File: src/verilog/cmpcs_pkg.sv
// cmpcs_pkg: offsets, field positions and reset values of the comparator register bank
// assumes: 32-bit apb, byte addresses, alias offsets +4/+8/+C from each base
package cmpcs_pkg;

  // ---------------------------------------------------------------
  // register bases (word aligned), alias offsets
  // ---------------------------------------------------------------
  localparam logic [7:0] CMPCS_CTRL1_OFS  = 8'h00;
  localparam logic [7:0] CMPCS_CTRL2_OFS  = 8'h10;
  localparam logic [7:0] CMPCS_STAT_OFS   = 8'h20;
  localparam logic [7:0] CMPCS_IFLAG_OFS  = 8'h30;
  localparam logic [7:0] CMPCS_IEN_OFS    = 8'h40;
  localparam logic [7:0] CMPCS_IPRI_OFS   = 8'h50;
  localparam logic [1:0] CMPCS_ALIAS_PLAIN = 2'h0;
  localparam logic [1:0] CMPCS_ALIAS_CLR   = 2'h1;
  localparam logic [1:0] CMPCS_ALIAS_SET   = 2'h2;
  localparam logic [1:0] CMPCS_ALIAS_INV   = 2'h3;

  // ---------------------------------------------------------------
  // control register fields
  // ---------------------------------------------------------------
  localparam int CMPCS_CTRL_ON   = 15;
  localparam int CMPCS_CTRL_OE   = 14;
  localparam int CMPCS_CTRL_POL  = 13;
  localparam int CMPCS_CTRL_RES  = 8;
  localparam int CMPCS_CTRL_EDGE = 6;
  localparam int CMPCS_CTRL_PSEL = 4;
  localparam int CMPCS_CTRL_NSEL = 0;
  // writable bits of control
  localparam logic [31:0] CMPCS_CTRL_WMASK = 32'h0000_E0D3;
  localparam logic [31:0] CMPCS_CTRL_RST   = 32'h0000_00C3;

  // ---------------------------------------------------------------
  // status register fields
  // ---------------------------------------------------------------
  localparam int CMPCS_STAT_FRZ  = 14;
  localparam int CMPCS_STAT_STOP_IN_IDLE = 13;
  localparam logic [31:0] CMPCS_STAT_WMASK = 32'h0000_6000;
  localparam logic [31:0] CMPCS_STAT_RST   = 32'h0000_0000;

  // ---------------------------------------------------------------
  // interrupt registers
  // ---------------------------------------------------------------
  localparam int CMPCS_IRQ_BIT1 = 3;
  localparam int CMPCS_IRQ_BIT2 = 4;
  localparam logic [31:0] CMPCS_IRQ_WMASK  = 32'h0000_0018;
  localparam logic [31:0] CMPCS_IPRI_WMASK = 32'h001F_1F00;
  localparam logic [31:0] CMPCS_IRQ_RST    = 32'h0000_0000;
  localparam int CMPCS_IPRI_LSB1 = 8;
  localparam int CMPCS_IPRI_LSB2 = 16;

  // ---------------------------------------------------------------
  // edge select and negative input codes
  // ---------------------------------------------------------------
  localparam logic [1:0] CMPCS_EDGE_NONE = 2'h0;
  localparam logic [1:0] CMPCS_EDGE_RISE = 2'h1;
  localparam logic [1:0] CMPCS_EDGE_FALL = 2'h2;
  localparam logic [1:0] CMPCS_EDGE_BOTH = 2'h3;
  localparam logic [1:0] CMPCS_NSEL_NEG1 = 2'h0;
  localparam logic [1:0] CMPCS_NSEL_POS1 = 2'h1;
  localparam logic [1:0] CMPCS_NSEL_POS2 = 2'h2;
  localparam logic [1:0] CMPCS_NSEL_ABS  = 2'h3;

endpackage : cmpcs_pkg

File: src/verilog/cmpcs_chan.sv
// cmpcs_chan: one comparator result path: synchroniser, polarity, edge event
// assumes: raw_i is asynchronous from the analog core
`timescale 1ns/10ps
module cmpcs_chan (
  // clock and reset
  input  wire logic       clock_i,
  input  wire logic       rst_b_i,
  // control
  input  wire logic       enable_i,
  input  wire logic       invert_i,
  input  wire logic [1:0] edge_sel_i,
  // analog side
  input  wire logic       raw_i,
  // results
  output logic            result_o,
  output logic            event_o
);

  logic sync_a;
  logic sync_b;
  logic prev;
  logic pol;

  // ----------------------------------------------------------------
  // two-stage synchroniser
  // ----------------------------------------------------------------
  always_ff @(posedge clock_i or negedge rst_b_i) begin
    if (!rst_b_i) begin
      sync_a <= 1'b0;
      sync_b <= 1'b0;
    end else begin
      sync_a <= raw_i;
      sync_b <= sync_a;
    end
  end

  assign pol = (sync_b ^ invert_i) & enable_i;

  // ----------------------------------------------------------------
  // edge detection on the polarity-corrected result
  // ----------------------------------------------------------------
  always_ff @(posedge clock_i or negedge rst_b_i) begin
    if (!rst_b_i) begin
      prev    <= 1'b0;
      event_o <= 1'b0;
    end else begin
      prev <= pol;
      case (edge_sel_i)
        cmpcs_pkg::CMPCS_EDGE_RISE: event_o <= pol & ~prev;
        cmpcs_pkg::CMPCS_EDGE_FALL: event_o <= ~pol & prev;
        cmpcs_pkg::CMPCS_EDGE_BOTH: event_o <= pol ^ prev;
        default:                    event_o <= 1'b0;
      endcase
    end
  end

  assign result_o = pol;

endmodule : cmpcs_chan

File: src/verilog/cmpcs_top.sv
// cmpcs_top: apb register bank for two comparators and their interrupt bits
// assumes: apb master on clock_i; analog core takes enables and selects as levels
// How it works
// - two comparator instances, each with its own control register
// - each control register has clear, set and invert write aliases
// - shared status register has clear, set and invert aliases too
// - alias writes act only on written ones of writable bits
// - status shows results in bits 1:0, freeze 14, idle stop 13
// - enable bit 15 turns comparator on, other bits kept
// - bit 14 drives the result onto the output pin
// - bit 13 inverts result for pin, status and edge detection
// - result copy bit 8, edge select 7:6, positive 4, negative 1:0
// - positive select: 1 voltage reference, 0 own positive pin
// - negative select: 11 absolute ref, 10 pos2, 01 pos1, 00 neg1
// - interrupt flags at bits 3 and 4, with aliases
// - interrupt enables at bits 3 and 4, with aliases
// - priority 3 bits and subpriority 2 bits at 12:8 and 20:16
// - inputs choose among pins, absolute and programmable references
`timescale 1ns/10ps
module cmpcs_top (
  // clock and reset
  input  wire logic        clock_i,
  input  wire logic        rst_b_i,
  // apb slave
  input  wire logic        psel_i,
  input  wire logic        penable_i,
  input  wire logic        pwrite_i,
  input  wire logic [7:0]  paddr_i,
  input  wire logic [31:0] pwdata_i,
  output logic [31:0]      prdata_o,
  output logic             pready_o,
  output logic             pslverr_o,
  // analog core
  input  wire logic [1:0]  raw_result_i,
  output logic [1:0]       cmp_enable_o,
  output logic [1:0]       positive_input_select_o,
  output logic [3:0]       negative_input_select_o,
  // output pins
  output logic [1:0]       result_pin_o,
  output logic [1:0]       result_pin_oe_o,
  // power and debug controls
  output logic             freeze_in_debug_o,
  output logic             stop_in_idle_o,
  // interrupt
  output logic             irq_o
);

  logic [31:0] ctrl [2];
  logic [31:0] stat_r;
  logic [31:0] iflag;
  logic [31:0] ien;
  logic [31:0] ipri;
  logic [1:0]  result;
  logic [1:0]  event_p;
  logic        wr_en;
  logic        rd_en;
  logic [31:0] next_prdata;
  logic        next_err;
  logic [31:0] irq_evt;

  // ----------------------------------------------------------------
  // alias decode, used by every register
  // ----------------------------------------------------------------
  function automatic logic hit(input logic [7:0] a, input logic [7:0] base);
    hit = (a[7:4] == base[7:4]) && (a[1:0] == 2'h0);
  endfunction : hit

  function automatic logic [31:0] apply(input logic [31:0] cur,
                                        input logic [31:0] wd,
                                        input logic [1:0]  alias_sel,
                                        input logic [31:0] wmask);
    logic [31:0] nv;
    nv = cur;
    case (alias_sel)
      cmpcs_pkg::CMPCS_ALIAS_PLAIN: nv = wd;
      cmpcs_pkg::CMPCS_ALIAS_CLR:   nv = cur & ~wd;
      cmpcs_pkg::CMPCS_ALIAS_SET:   nv = cur | wd;
      cmpcs_pkg::CMPCS_ALIAS_INV:   nv = cur ^ wd;
      default:                      nv = cur;
    endcase
    apply = (nv & wmask) | (cur & ~wmask);
  endfunction : apply

  assign wr_en = psel_i & penable_i & pwrite_i & pready_o;
  assign rd_en = psel_i & penable_i & ~pwrite_i & pready_o;

  // ----------------------------------------------------------------
  // per comparator control and result path
  // ----------------------------------------------------------------
  genvar g;
  generate
    for (g = 0; g < 2; g = g + 1) begin : g_cmp
      localparam logic [7:0] BASE = (g == 0) ? cmpcs_pkg::CMPCS_CTRL1_OFS
                                             : cmpcs_pkg::CMPCS_CTRL2_OFS;

      always_ff @(posedge clock_i or negedge rst_b_i) begin
        if (!rst_b_i) begin
          ctrl[g] <= cmpcs_pkg::CMPCS_CTRL_RST;
        end else if (wr_en && hit(paddr_i, BASE)) begin
          ctrl[g] <= apply(ctrl[g], pwdata_i, paddr_i[3:2],
                           cmpcs_pkg::CMPCS_CTRL_WMASK);
        end
      end

      cmpcs_chan u_chan (
        .clock_i    (clock_i),
        .rst_b_i    (rst_b_i),
        .enable_i   (ctrl[g][cmpcs_pkg::CMPCS_CTRL_ON]),
        .invert_i   (ctrl[g][cmpcs_pkg::CMPCS_CTRL_POL]),
        .edge_sel_i (ctrl[g][cmpcs_pkg::CMPCS_CTRL_EDGE +: 2]),
        .raw_i      (raw_result_i[g]),
        .result_o   (result[g]),
        .event_o    (event_p[g])
      );

      always_ff @(posedge clock_i or negedge rst_b_i) begin
        if (!rst_b_i) begin
          cmp_enable_o[g]                 <= 1'b0;
          positive_input_select_o[g]      <= 1'b0;
          // follows the control reset value, no step after reset
          negative_input_select_o[2*g +: 2] <=
            cmpcs_pkg::CMPCS_CTRL_RST[cmpcs_pkg::CMPCS_CTRL_NSEL +: 2];
          result_pin_o[g]                 <= 1'b0;
          result_pin_oe_o[g]              <= 1'b0;
        end else begin
          cmp_enable_o[g] <= ctrl[g][cmpcs_pkg::CMPCS_CTRL_ON];
          positive_input_select_o[g] <= ctrl[g][cmpcs_pkg::CMPCS_CTRL_PSEL];
          negative_input_select_o[2*g +: 2] <=
            ctrl[g][cmpcs_pkg::CMPCS_CTRL_NSEL +: 2];
          result_pin_o[g]    <= result[g] & ctrl[g][cmpcs_pkg::CMPCS_CTRL_OE];
          result_pin_oe_o[g] <= ctrl[g][cmpcs_pkg::CMPCS_CTRL_OE]
                                & ctrl[g][cmpcs_pkg::CMPCS_CTRL_ON];
        end
      end
    end
  endgenerate

  // ----------------------------------------------------------------
  // shared status register
  // ----------------------------------------------------------------
  always_ff @(posedge clock_i or negedge rst_b_i) begin
    if (!rst_b_i) begin
      stat_r <= cmpcs_pkg::CMPCS_STAT_RST;
    end else if (wr_en && hit(paddr_i, cmpcs_pkg::CMPCS_STAT_OFS)) begin
      stat_r <= apply(stat_r, pwdata_i, paddr_i[3:2],
                      cmpcs_pkg::CMPCS_STAT_WMASK);
    end
  end

  always_ff @(posedge clock_i or negedge rst_b_i) begin
    if (!rst_b_i) begin
      freeze_in_debug_o <= 1'b0;
      stop_in_idle_o    <= 1'b0;
    end else begin
      freeze_in_debug_o <= stat_r[cmpcs_pkg::CMPCS_STAT_FRZ];
      stop_in_idle_o    <= stat_r[cmpcs_pkg::CMPCS_STAT_STOP_IN_IDLE];
    end
  end

  // ----------------------------------------------------------------
  // interrupt flags, enables and priorities
  // ----------------------------------------------------------------
  always_comb begin
    irq_evt = 32'h0000_0000;
    irq_evt[cmpcs_pkg::CMPCS_IRQ_BIT1] = event_p[0];
    irq_evt[cmpcs_pkg::CMPCS_IRQ_BIT2] = event_p[1];
  end

  // hardware set wins over a software clear in the same cycle
  always_ff @(posedge clock_i or negedge rst_b_i) begin
    if (!rst_b_i) begin
      iflag <= cmpcs_pkg::CMPCS_IRQ_RST;
    end else if (wr_en && hit(paddr_i, cmpcs_pkg::CMPCS_IFLAG_OFS)) begin
      iflag <= apply(iflag, pwdata_i, paddr_i[3:2],
                     cmpcs_pkg::CMPCS_IRQ_WMASK) | irq_evt;
    end else if (rd_en && hit(paddr_i, cmpcs_pkg::CMPCS_IFLAG_OFS)
                 && paddr_i[3:2] == cmpcs_pkg::CMPCS_ALIAS_PLAIN) begin
      // read clears only the bits it reported, later events survive
      iflag <= (iflag & ~prdata_o) | irq_evt;
    end else begin
      iflag <= iflag | irq_evt;
    end
  end

  always_ff @(posedge clock_i or negedge rst_b_i) begin
    if (!rst_b_i) begin
      ien <= cmpcs_pkg::CMPCS_IRQ_RST;
    end else if (wr_en && hit(paddr_i, cmpcs_pkg::CMPCS_IEN_OFS)) begin
      ien <= apply(ien, pwdata_i, paddr_i[3:2], cmpcs_pkg::CMPCS_IRQ_WMASK);
    end
  end

  always_ff @(posedge clock_i or negedge rst_b_i) begin
    if (!rst_b_i) begin
      ipri <= cmpcs_pkg::CMPCS_IRQ_RST;
    end else if (wr_en && hit(paddr_i, cmpcs_pkg::CMPCS_IPRI_OFS)) begin
      ipri <= apply(ipri, pwdata_i, paddr_i[3:2], cmpcs_pkg::CMPCS_IPRI_WMASK);
    end
  end

  always_ff @(posedge clock_i or negedge rst_b_i) begin
    if (!rst_b_i) begin
      irq_o <= 1'b0;
    end else begin
      irq_o <= |(iflag & ien & cmpcs_pkg::CMPCS_IRQ_WMASK);
    end
  end

  // ----------------------------------------------------------------
  // apb read mux and answer
  // ----------------------------------------------------------------
  always_comb begin
    next_prdata = 32'h0000_0000;
    next_err    = 1'b0;
    if (paddr_i[3:2] == cmpcs_pkg::CMPCS_ALIAS_PLAIN && paddr_i[1:0] == 2'h0) begin
      case (paddr_i[7:4])
        cmpcs_pkg::CMPCS_CTRL1_OFS[7:4]: begin
          next_prdata = ctrl[0] & cmpcs_pkg::CMPCS_CTRL_WMASK;
          next_prdata[cmpcs_pkg::CMPCS_CTRL_RES] = result[0];
        end
        cmpcs_pkg::CMPCS_CTRL2_OFS[7:4]: begin
          next_prdata = ctrl[1] & cmpcs_pkg::CMPCS_CTRL_WMASK;
          next_prdata[cmpcs_pkg::CMPCS_CTRL_RES] = result[1];
        end
        cmpcs_pkg::CMPCS_STAT_OFS[7:4]: begin
          next_prdata = stat_r & cmpcs_pkg::CMPCS_STAT_WMASK;
          next_prdata[1:0] = result;
        end
        cmpcs_pkg::CMPCS_IFLAG_OFS[7:4]: next_prdata = iflag;
        cmpcs_pkg::CMPCS_IEN_OFS[7:4]:   next_prdata = ien;
        cmpcs_pkg::CMPCS_IPRI_OFS[7:4]:  next_prdata = ipri;
        default:                         next_err = 1'b1;
      endcase
    end else if (paddr_i[1:0] != 2'h0 || paddr_i[7:4] > cmpcs_pkg::CMPCS_IPRI_OFS[7:4]) begin
      next_err = 1'b1;
    end
    // alias reads return zero
  end

  // one wait state: pready rises in the second access cycle
  always_ff @(posedge clock_i or negedge rst_b_i) begin
    if (!rst_b_i) begin
      pready_o  <= 1'b0;
      prdata_o  <= 32'h0000_0000;
      pslverr_o <= 1'b0;
    end else if (psel_i && penable_i && !pready_o) begin
      pready_o  <= 1'b1;
      prdata_o  <= pwrite_i ? 32'h0000_0000 : next_prdata;
      pslverr_o <= next_err;
    end else begin
      pready_o  <= 1'b0;
      prdata_o  <= rd_en ? prdata_o : 32'h0000_0000;
      pslverr_o <= 1'b0;
    end
  end

endmodule : cmpcs_top

File: config.mk
export PLATFORM = sky130hd
export DESIGN_NAME = cmpcs_top
export DESIGN_NICKNAME = d
export VERILOG_FILES = /design/src/verilog/cmpcs_pkg.sv /design/src/verilog/cmpcs_chan.sv /design/src/verilog/cmpcs_top.sv
export SDC_FILE = /design/constraint.sdc
export NUM_CORES = 1
export LEC_CHECK = 0
export BUFFER_PORTS_ARGS = -buffer_cell sky130_fd_sc_hd__buf_2
export CORE_MARGIN = 8
export CORE_UTILIZATION = 62
export CTS_CLUSTER_SIZE = 25
export DETAILED_ROUTE_END_ITERATION = 16
export PLACE_DENSITY = 0.86
export SLEW_MARGIN = 20
export SYNTH_ARGS = -nofsm -noshare
export SYNTH_HDL_FRONTEND = slang
export SYNTH_SLANG_ARGS = --single-unit
File: constraint.sdc
create_clock -name clock_i -period 3.45 [get_ports clock_i]
set_input_delay 0.69 -clock clock_i [delete_from_list [all_inputs] [get_ports clock_i]]
set_output_delay 0.69 -clock clock_i [all_outputs]
set_load 0.02 [all_outputs]
======== Word-level counts from Yosys, hierarchy flattened ========
Index checks and enable logic that the tools add are counted.
cells by class
  $lt $le $gt $ge ......................... 1
  eq/ne operators ......................... 15
  multiplexer cells ....................... 26
  bitwise operators ....................... 55
  reductions and logical operators ........ 25
operator list
  operator             number
  $mux W32             6
  $pmux W32 S6         1
  $pmux W16 S4         2
  $or A32 B5 Y32       3
  $pmux W21 S4         1
  $or A16 B32 Y32      2
  $or A5 B32 Y32       2
  $pmux W15 S4         1
  $pmux W5 S4          2
  $and A16 B16 Y16     2
  $and A32 B32 Y32     1
  $mux W16             2
  $not A32 Y32         1
  $or A15 B32 Y32      1
  $or A16 B16 Y16      2
  $or A21 B32 Y32      1
  $xor A16 B16 Y16     2
  $and A21 B21 Y21     1
  $mux W21             1
  $not A21 Y21         1
  $or A21 B21 Y21      1
  $xor A21 B21 Y21     1
  $logic_and A1 B1 Y1  17
  $and A1 B1 Y1        15
  26 further kinds     53
word-level totals
  word-level logic and storage cells ...... 152
  output and inout bits ................... 49
  bits of input ports ..................... 47
  register bits after elaboration ......... 249

======== Logic depth before layout (Yosys ltp) ========
  depth in word-level cells ............... 8
  gate-level depth with buffers ........... 8
  depth with buffers taken out ............ 8

======== By module ========
A second synthesis with hierarchy kept.
unflattened totals
  cells, all modules ...................... 589
  area, all modules ....................... 6606.3 sq um
by module, submodules not included
  module      sequential area each (sq um)  times used  cells an instance  area each (sq um)
  cmpcs_top   2792.7                        1           559                6263.5
  cmpcs_chan  100.1                         2           15                 171.4

======== Worst setup path before layout ========
OpenSTA, ideal clock, no wires.
  kind .................................... in2reg
  start point ............................. in paddr_i[4]
  end point ............................... reg ipri[10]
  data required time ...................... 3.325 ns
  path buffers ............................ 2
  slack ................................... 1.579 ns
  data arrival time ....................... 1.746 ns
  setup time .............................. 0.125 ns
  stages on the path ...................... 6
  cell sequence ........................... buf_4 and2b_1 and3b_1 buf_4 nand2_8 mux2_2
between the ends
  longest elaborated chain between the ends .. 3
RTL lines
  item                  line              RTL
  from (decl)           cmpcs_top.sv:28   input wire logic [7:0] paddr_i,
  $eq A4 B3 Y1          cmpcs_top.sv:65   hit = (a[7:4] == base[7:4]) && (a[1:0] == 2'h0);
  $logic_and A1 B1 Y1   cmpcs_top.sv:65
  $logic_and A1 B1 Y1   cmpcs_top.sv:196  end else if (wr_en && hit(paddr_i, cmpcs_pkg::CMPCS_IPRI_OFS)) begin
  to (signal assigned)  cmpcs_top.sv:195  ipri <= cmpcs_pkg::CMPCS_IRQ_RST;
  to (signal assigned)  cmpcs_top.sv:197  ipri <= apply(ipri, pwdata_i, paddr_i[3:2], cmpcs_pkg::CMPCS_IPRI_WMASK);
  to (decl)             cmpcs_top.sv:52   logic [31:0] ipri;
Every way passes these cells.
A chain may end at the register's enable or synchronous reset.

======== Final worst setup path ========
  start point ............................. in paddr_i[5]
  end point ............................... reg iflag[27]
between the ends
  longest elaborated chain between the ends .. 6
  elaborated cells between the ends (all ways) .. 7
  those cells by class .................... eq/ne: 1; mux: 2; reduce/logical: 4
RTL lines
  item                   line              RTL
  $eq A4 B2 Y1 *         cmpcs_top.sv:65
  $logic_and A1 B1 Y1 *  cmpcs_top.sv:65
  $logic_and A1 B1 Y1    cmpcs_top.sv:176  end else if (rd_en && hit(paddr_i, cmpcs_pkg::CMPCS_IFLAG_OFS)
  $logic_and A1 B1 Y1    cmpcs_top.sv:177  && paddr_i[3:2] == cmpcs_pkg::CMPCS_ALIAS_PLAIN) begin
  $mux W32               cmpcs_top.sv:176
  $mux W32 *             cmpcs_top.sv:173  end else if (wr_en && hit(paddr_i, cmpcs_pkg::CMPCS_IFLAG_OFS)) begin
  to (signal assigned)   cmpcs_top.sv:172  iflag <= cmpcs_pkg::CMPCS_IRQ_RST;
  to (signal assigned)   cmpcs_top.sv:174  iflag <= apply(iflag, pwdata_i, paddr_i[3:2],
  to (signal assigned)   cmpcs_top.sv:179  iflag <= (iflag & ~prdata_o) | irq_evt;
  to (decl)              cmpcs_top.sv:50   logic [31:0] iflag;
Every way passes the cells marked *; elsewhere a longest branch is shown, timed or not.

==> results.py <==
metrics = {
    "run_status": {
        "status": "complete, no violations",
    },
    "timing": {
        "tns_ns": 0,
        "fin_ws_ns": 1.34,
        "worst_slew_pin_slew_ns": 0.850,
        "fin_skew_ns": 0.00553,
        "slew_headroom": 0.433,
        "rsz0062_at_grt": "no",
        "fmax_ghz": 0.475,
        "hold_ws_ns": 0.159,
        "setup_viol": 0,
        "maxSlewViolCount": 0,
        "hold_viol_final": 0,
        "min_period_ns": 2.11,
        "fin_crit_sh": 0.611,
    },
    "die": {
        "die_area_um2": 14100,
        "io_pins": 96,
        "rows": 37,
        "initial_utilization": 0.635,
        "dieWidth_um": 119,
        "die_h_um": 119,
        "core_um2": 10300,
    },
    "place": {
        "dp.cells": 774,
        "numPortBuffers": 82,
        "gp_congestion": 0.843,
        "dpl.hpwl_um": 10500,
        "place_ws_ns": 0.890,
    },
    "drt": {
        "via_count": 4892,
        "vias_per_cell": 6.07,
        "dr.pass1.iters": 5,
        "wl_um": 15600,
        "drc": 0,
        "wl_per_cell_um": 19.4,
        "drtAntennaViolNets": 0,
        "drt_iter0_markers": 381,
    },
    "worst_setup_path": {
        "r2r_end": "ctrl[39]$_DFFE_PN1P_",
        "rrSetupSlack_ns": 1.76,
        "reg2regPathDepth": 5,
        "start_kind": "input port",
        "cp.arrival_ns": 2.49,
        "end_kind": "flip-flop",
        "rr_startpoint": "ctrl[39]$_DFFE_PN1P_",
        "worstPathRequired_ns": 3.83,
        "cp_max_fo": 23,
        "crit_type": "input port to flip-flop",
    },
    "cells_and_area": {
        "antenna_cells": 0,
        "fillers": 692,
        "drive_above_1_share": 0.261,
        "fin_util": 0.742,
        "fin_nets": 772,
        "fin_cells": 806,
        "area_delta_synth_final_pct": 16.9,
    },
    "cts": {
        "htreeDepth": 4,
        "post_cts.repair.setup_buffers": 0,
        "ctsResizeCount": 0,
        "clock_path_buffers": 2,
        "ctsHoldBuffers": 0,
        "cts_tree": "done",
        "clk_latency_ns": 0.52,
        "cts_made_buffers": 17,
        "clk_pin_slew_worst_paths_ns": 0.06,
        "cts.sinks": 119,
        "clock-root-buffer": "clkbuf_8",
    },
    "synth": {
        "ys_warn_count": 0,
        "syn_area_um2": 6520,
        "synth_flop_cell": "dfrtp_1",
        "synth_top_cells_by_count": "dfrtp_1 (107), inv_1 (81), ha_1 (68)",
        "netlist_top_cells_area": "dfrtp_1 (41%), ha_1 (13%), mux4_2 (7.3%)",
        "synthCells": 576,
        "ys_seq_area_frac": 0.459,
        "synth_fp_nets": 691,
        "async_flop_share": 1.00,
        "synth_edf_count": 0,
        "ys_types": 51,
        "synth.top_cell.area_share": 0.411,
        "syn_area_per_cell_um2": 11.3,
        "yosysMostFrequentCell": "dfrtp_1",
        "synth_top_area_cell": "dfrtp_1",
        "ys_seq_elements": 119,
    },
    "grt": {
        "grt_usage": 0.226,
        "grt_pass1_wl_um": 25600,
        "grt_pass1_vias": 5196,
        "grt_overflow": 0,
        "antenna_found_initial": 1,
        "grt_max_degree": 58,
    },
    "run": {
        "drv_cap": 0,
    },
    "hold_path": {
        "worst_hold_path_type": "input port to async pin",
    },
    "pwr": {
        "max-vdd-ir-drop_v": 0.000303,
        "p_per_area_nw_per_um2": 451,
        "p_leak_uw": 0.00385,
    },
}
[metal layers]
| metal | vias up | GRT usage | routed length (µm) | share of wire |
|---|---|---|---|---|
| met3 | 46 | 0.0581 | 921 | 0.059 |
| li1 | 2170 | - | - | - |
| met4 | 2 | 0.0925 | 391 | 0.025 |
| met2 | 192 | 0.383 | 7960 | 0.51 |
| met5 | - | 0 | 10 | 0.00064 |
| met1 | 2482 | 0.268 | 6350 | 0.41 |
[final cells by class]
type / instances / area, µm² / share of cell area
Tap cell: 136 / 170 / 0.0223
Clock inverter: 14 / 164 / 0.0215
Timing Repair Buffer: 91 / 505 / 0.0663
Clock buffer: 18 / 428 / 0.0561
Sequential cell: 119 / 2990 / 0.393
Inverter: 81 / 304 / 0.0399
Multi-Input combinational cell: 347 / 3060 / 0.401
[power by group]
part / total [µW] / switching [µW] / internal [µW]
Clock: 1760 / 692 / 1070
Combinational: 262 / 156 / 106
Sequential: 1420 / 9.36 / 1410
[layout by cell type, fill, tap and decap left out, drive strengths merged, types with 2 or more instances in the layout]
| cell | count |
|---|---|
| a211o | 4 |
| a211oi | 10 |
| a21boi | 29 |
| a21o | 2 |
| a21oi | 31 |
| a22o | 15 |
| a22oi | 13 |
| and2 | 3 |
| and3 | 2 |
| and4bb | 2 |
| buf | 91 |
| bufinv | 2 |
| clkbuf | 18 |
| clkinv | 3 |
| clkinvlp | 3 |
| dfrtp | 107 |
| dfstp | 12 |
| ha | 68 |
| inv | 87 |
| mux2 | 10 |
| mux2i | 9 |
| mux4 | 24 |
| nand2 | 33 |
| nand3 | 2 |
| nand4 | 2 |
| nand4b | 3 |
| nand4bb | 2 |
| nor2 | 33 |
| nor2b | 3 |
| o211ai | 3 |
| o21ai | 30 |
| xor2 | 2 |
[registers in the layout (all words and copies together), names as in the netlist, 4 cells and up]
register                 flops
prdata_o                    32
negative_input_select_o      4
iflag                       32
ctrl                        16
ipri                        10
[stage by stage]
| stage | power [µW] | cell area, µm² |
|---|---|---|
| final | 3440 | 7620 |
| after global routing | 3550 | 7620 |
| after CTS | 3460 | 7620 |
| after detailed placement | 1700 | 7030 |
| after global placement | 1690 | 7030 |
| after floorplan | 1610 | 6520 |
[logic make-up after synthesis]
| kind of cell | Yosys count | synth area share |
|---|---|---|
| simple gates | 92 | 0.0762 |
| compound gates | 142 | 0.144 |
| buf+inv | 110 | 0.0723 |
| xor+xnor | 2 | 0.00269 |
| mux | 43 | 0.116 |
| fa+ha+maj | 68 | 0.130 |
| flops | 119 | 0.459 |
[worst max-delay path by stage]
stage,start,endpoint,slack [ns],cells after the start
after floorplan,paddr_i[4],ipri[10]$_DFFE_PN0P_,1.58,6
final,paddr_i[5],iflag[27]$_DFFE_PN0P_,1.34,5
after global routing,paddr_i[5],iflag[4]$_DFF_PN0_,1.27,5
after detailed placement,paddr_i[5],iflag[28]$_DFFE_PN0P_,0.89,5
after CTS,paddr_i[5],iflag[27]$_DFFE_PN0P_,1.39,5
after global placement,paddr_i[5],iflag[3]$_DFF_PN0_,0.88,5
[critical path, cell delays in order]
cell and delay (ns):
buf_2 0.42, and4bb_2 0.51, and3_2 0.46, buf_4 0.27
a21boi_0 0.13
No activity file was read; power rests on OpenSTA's default activity.
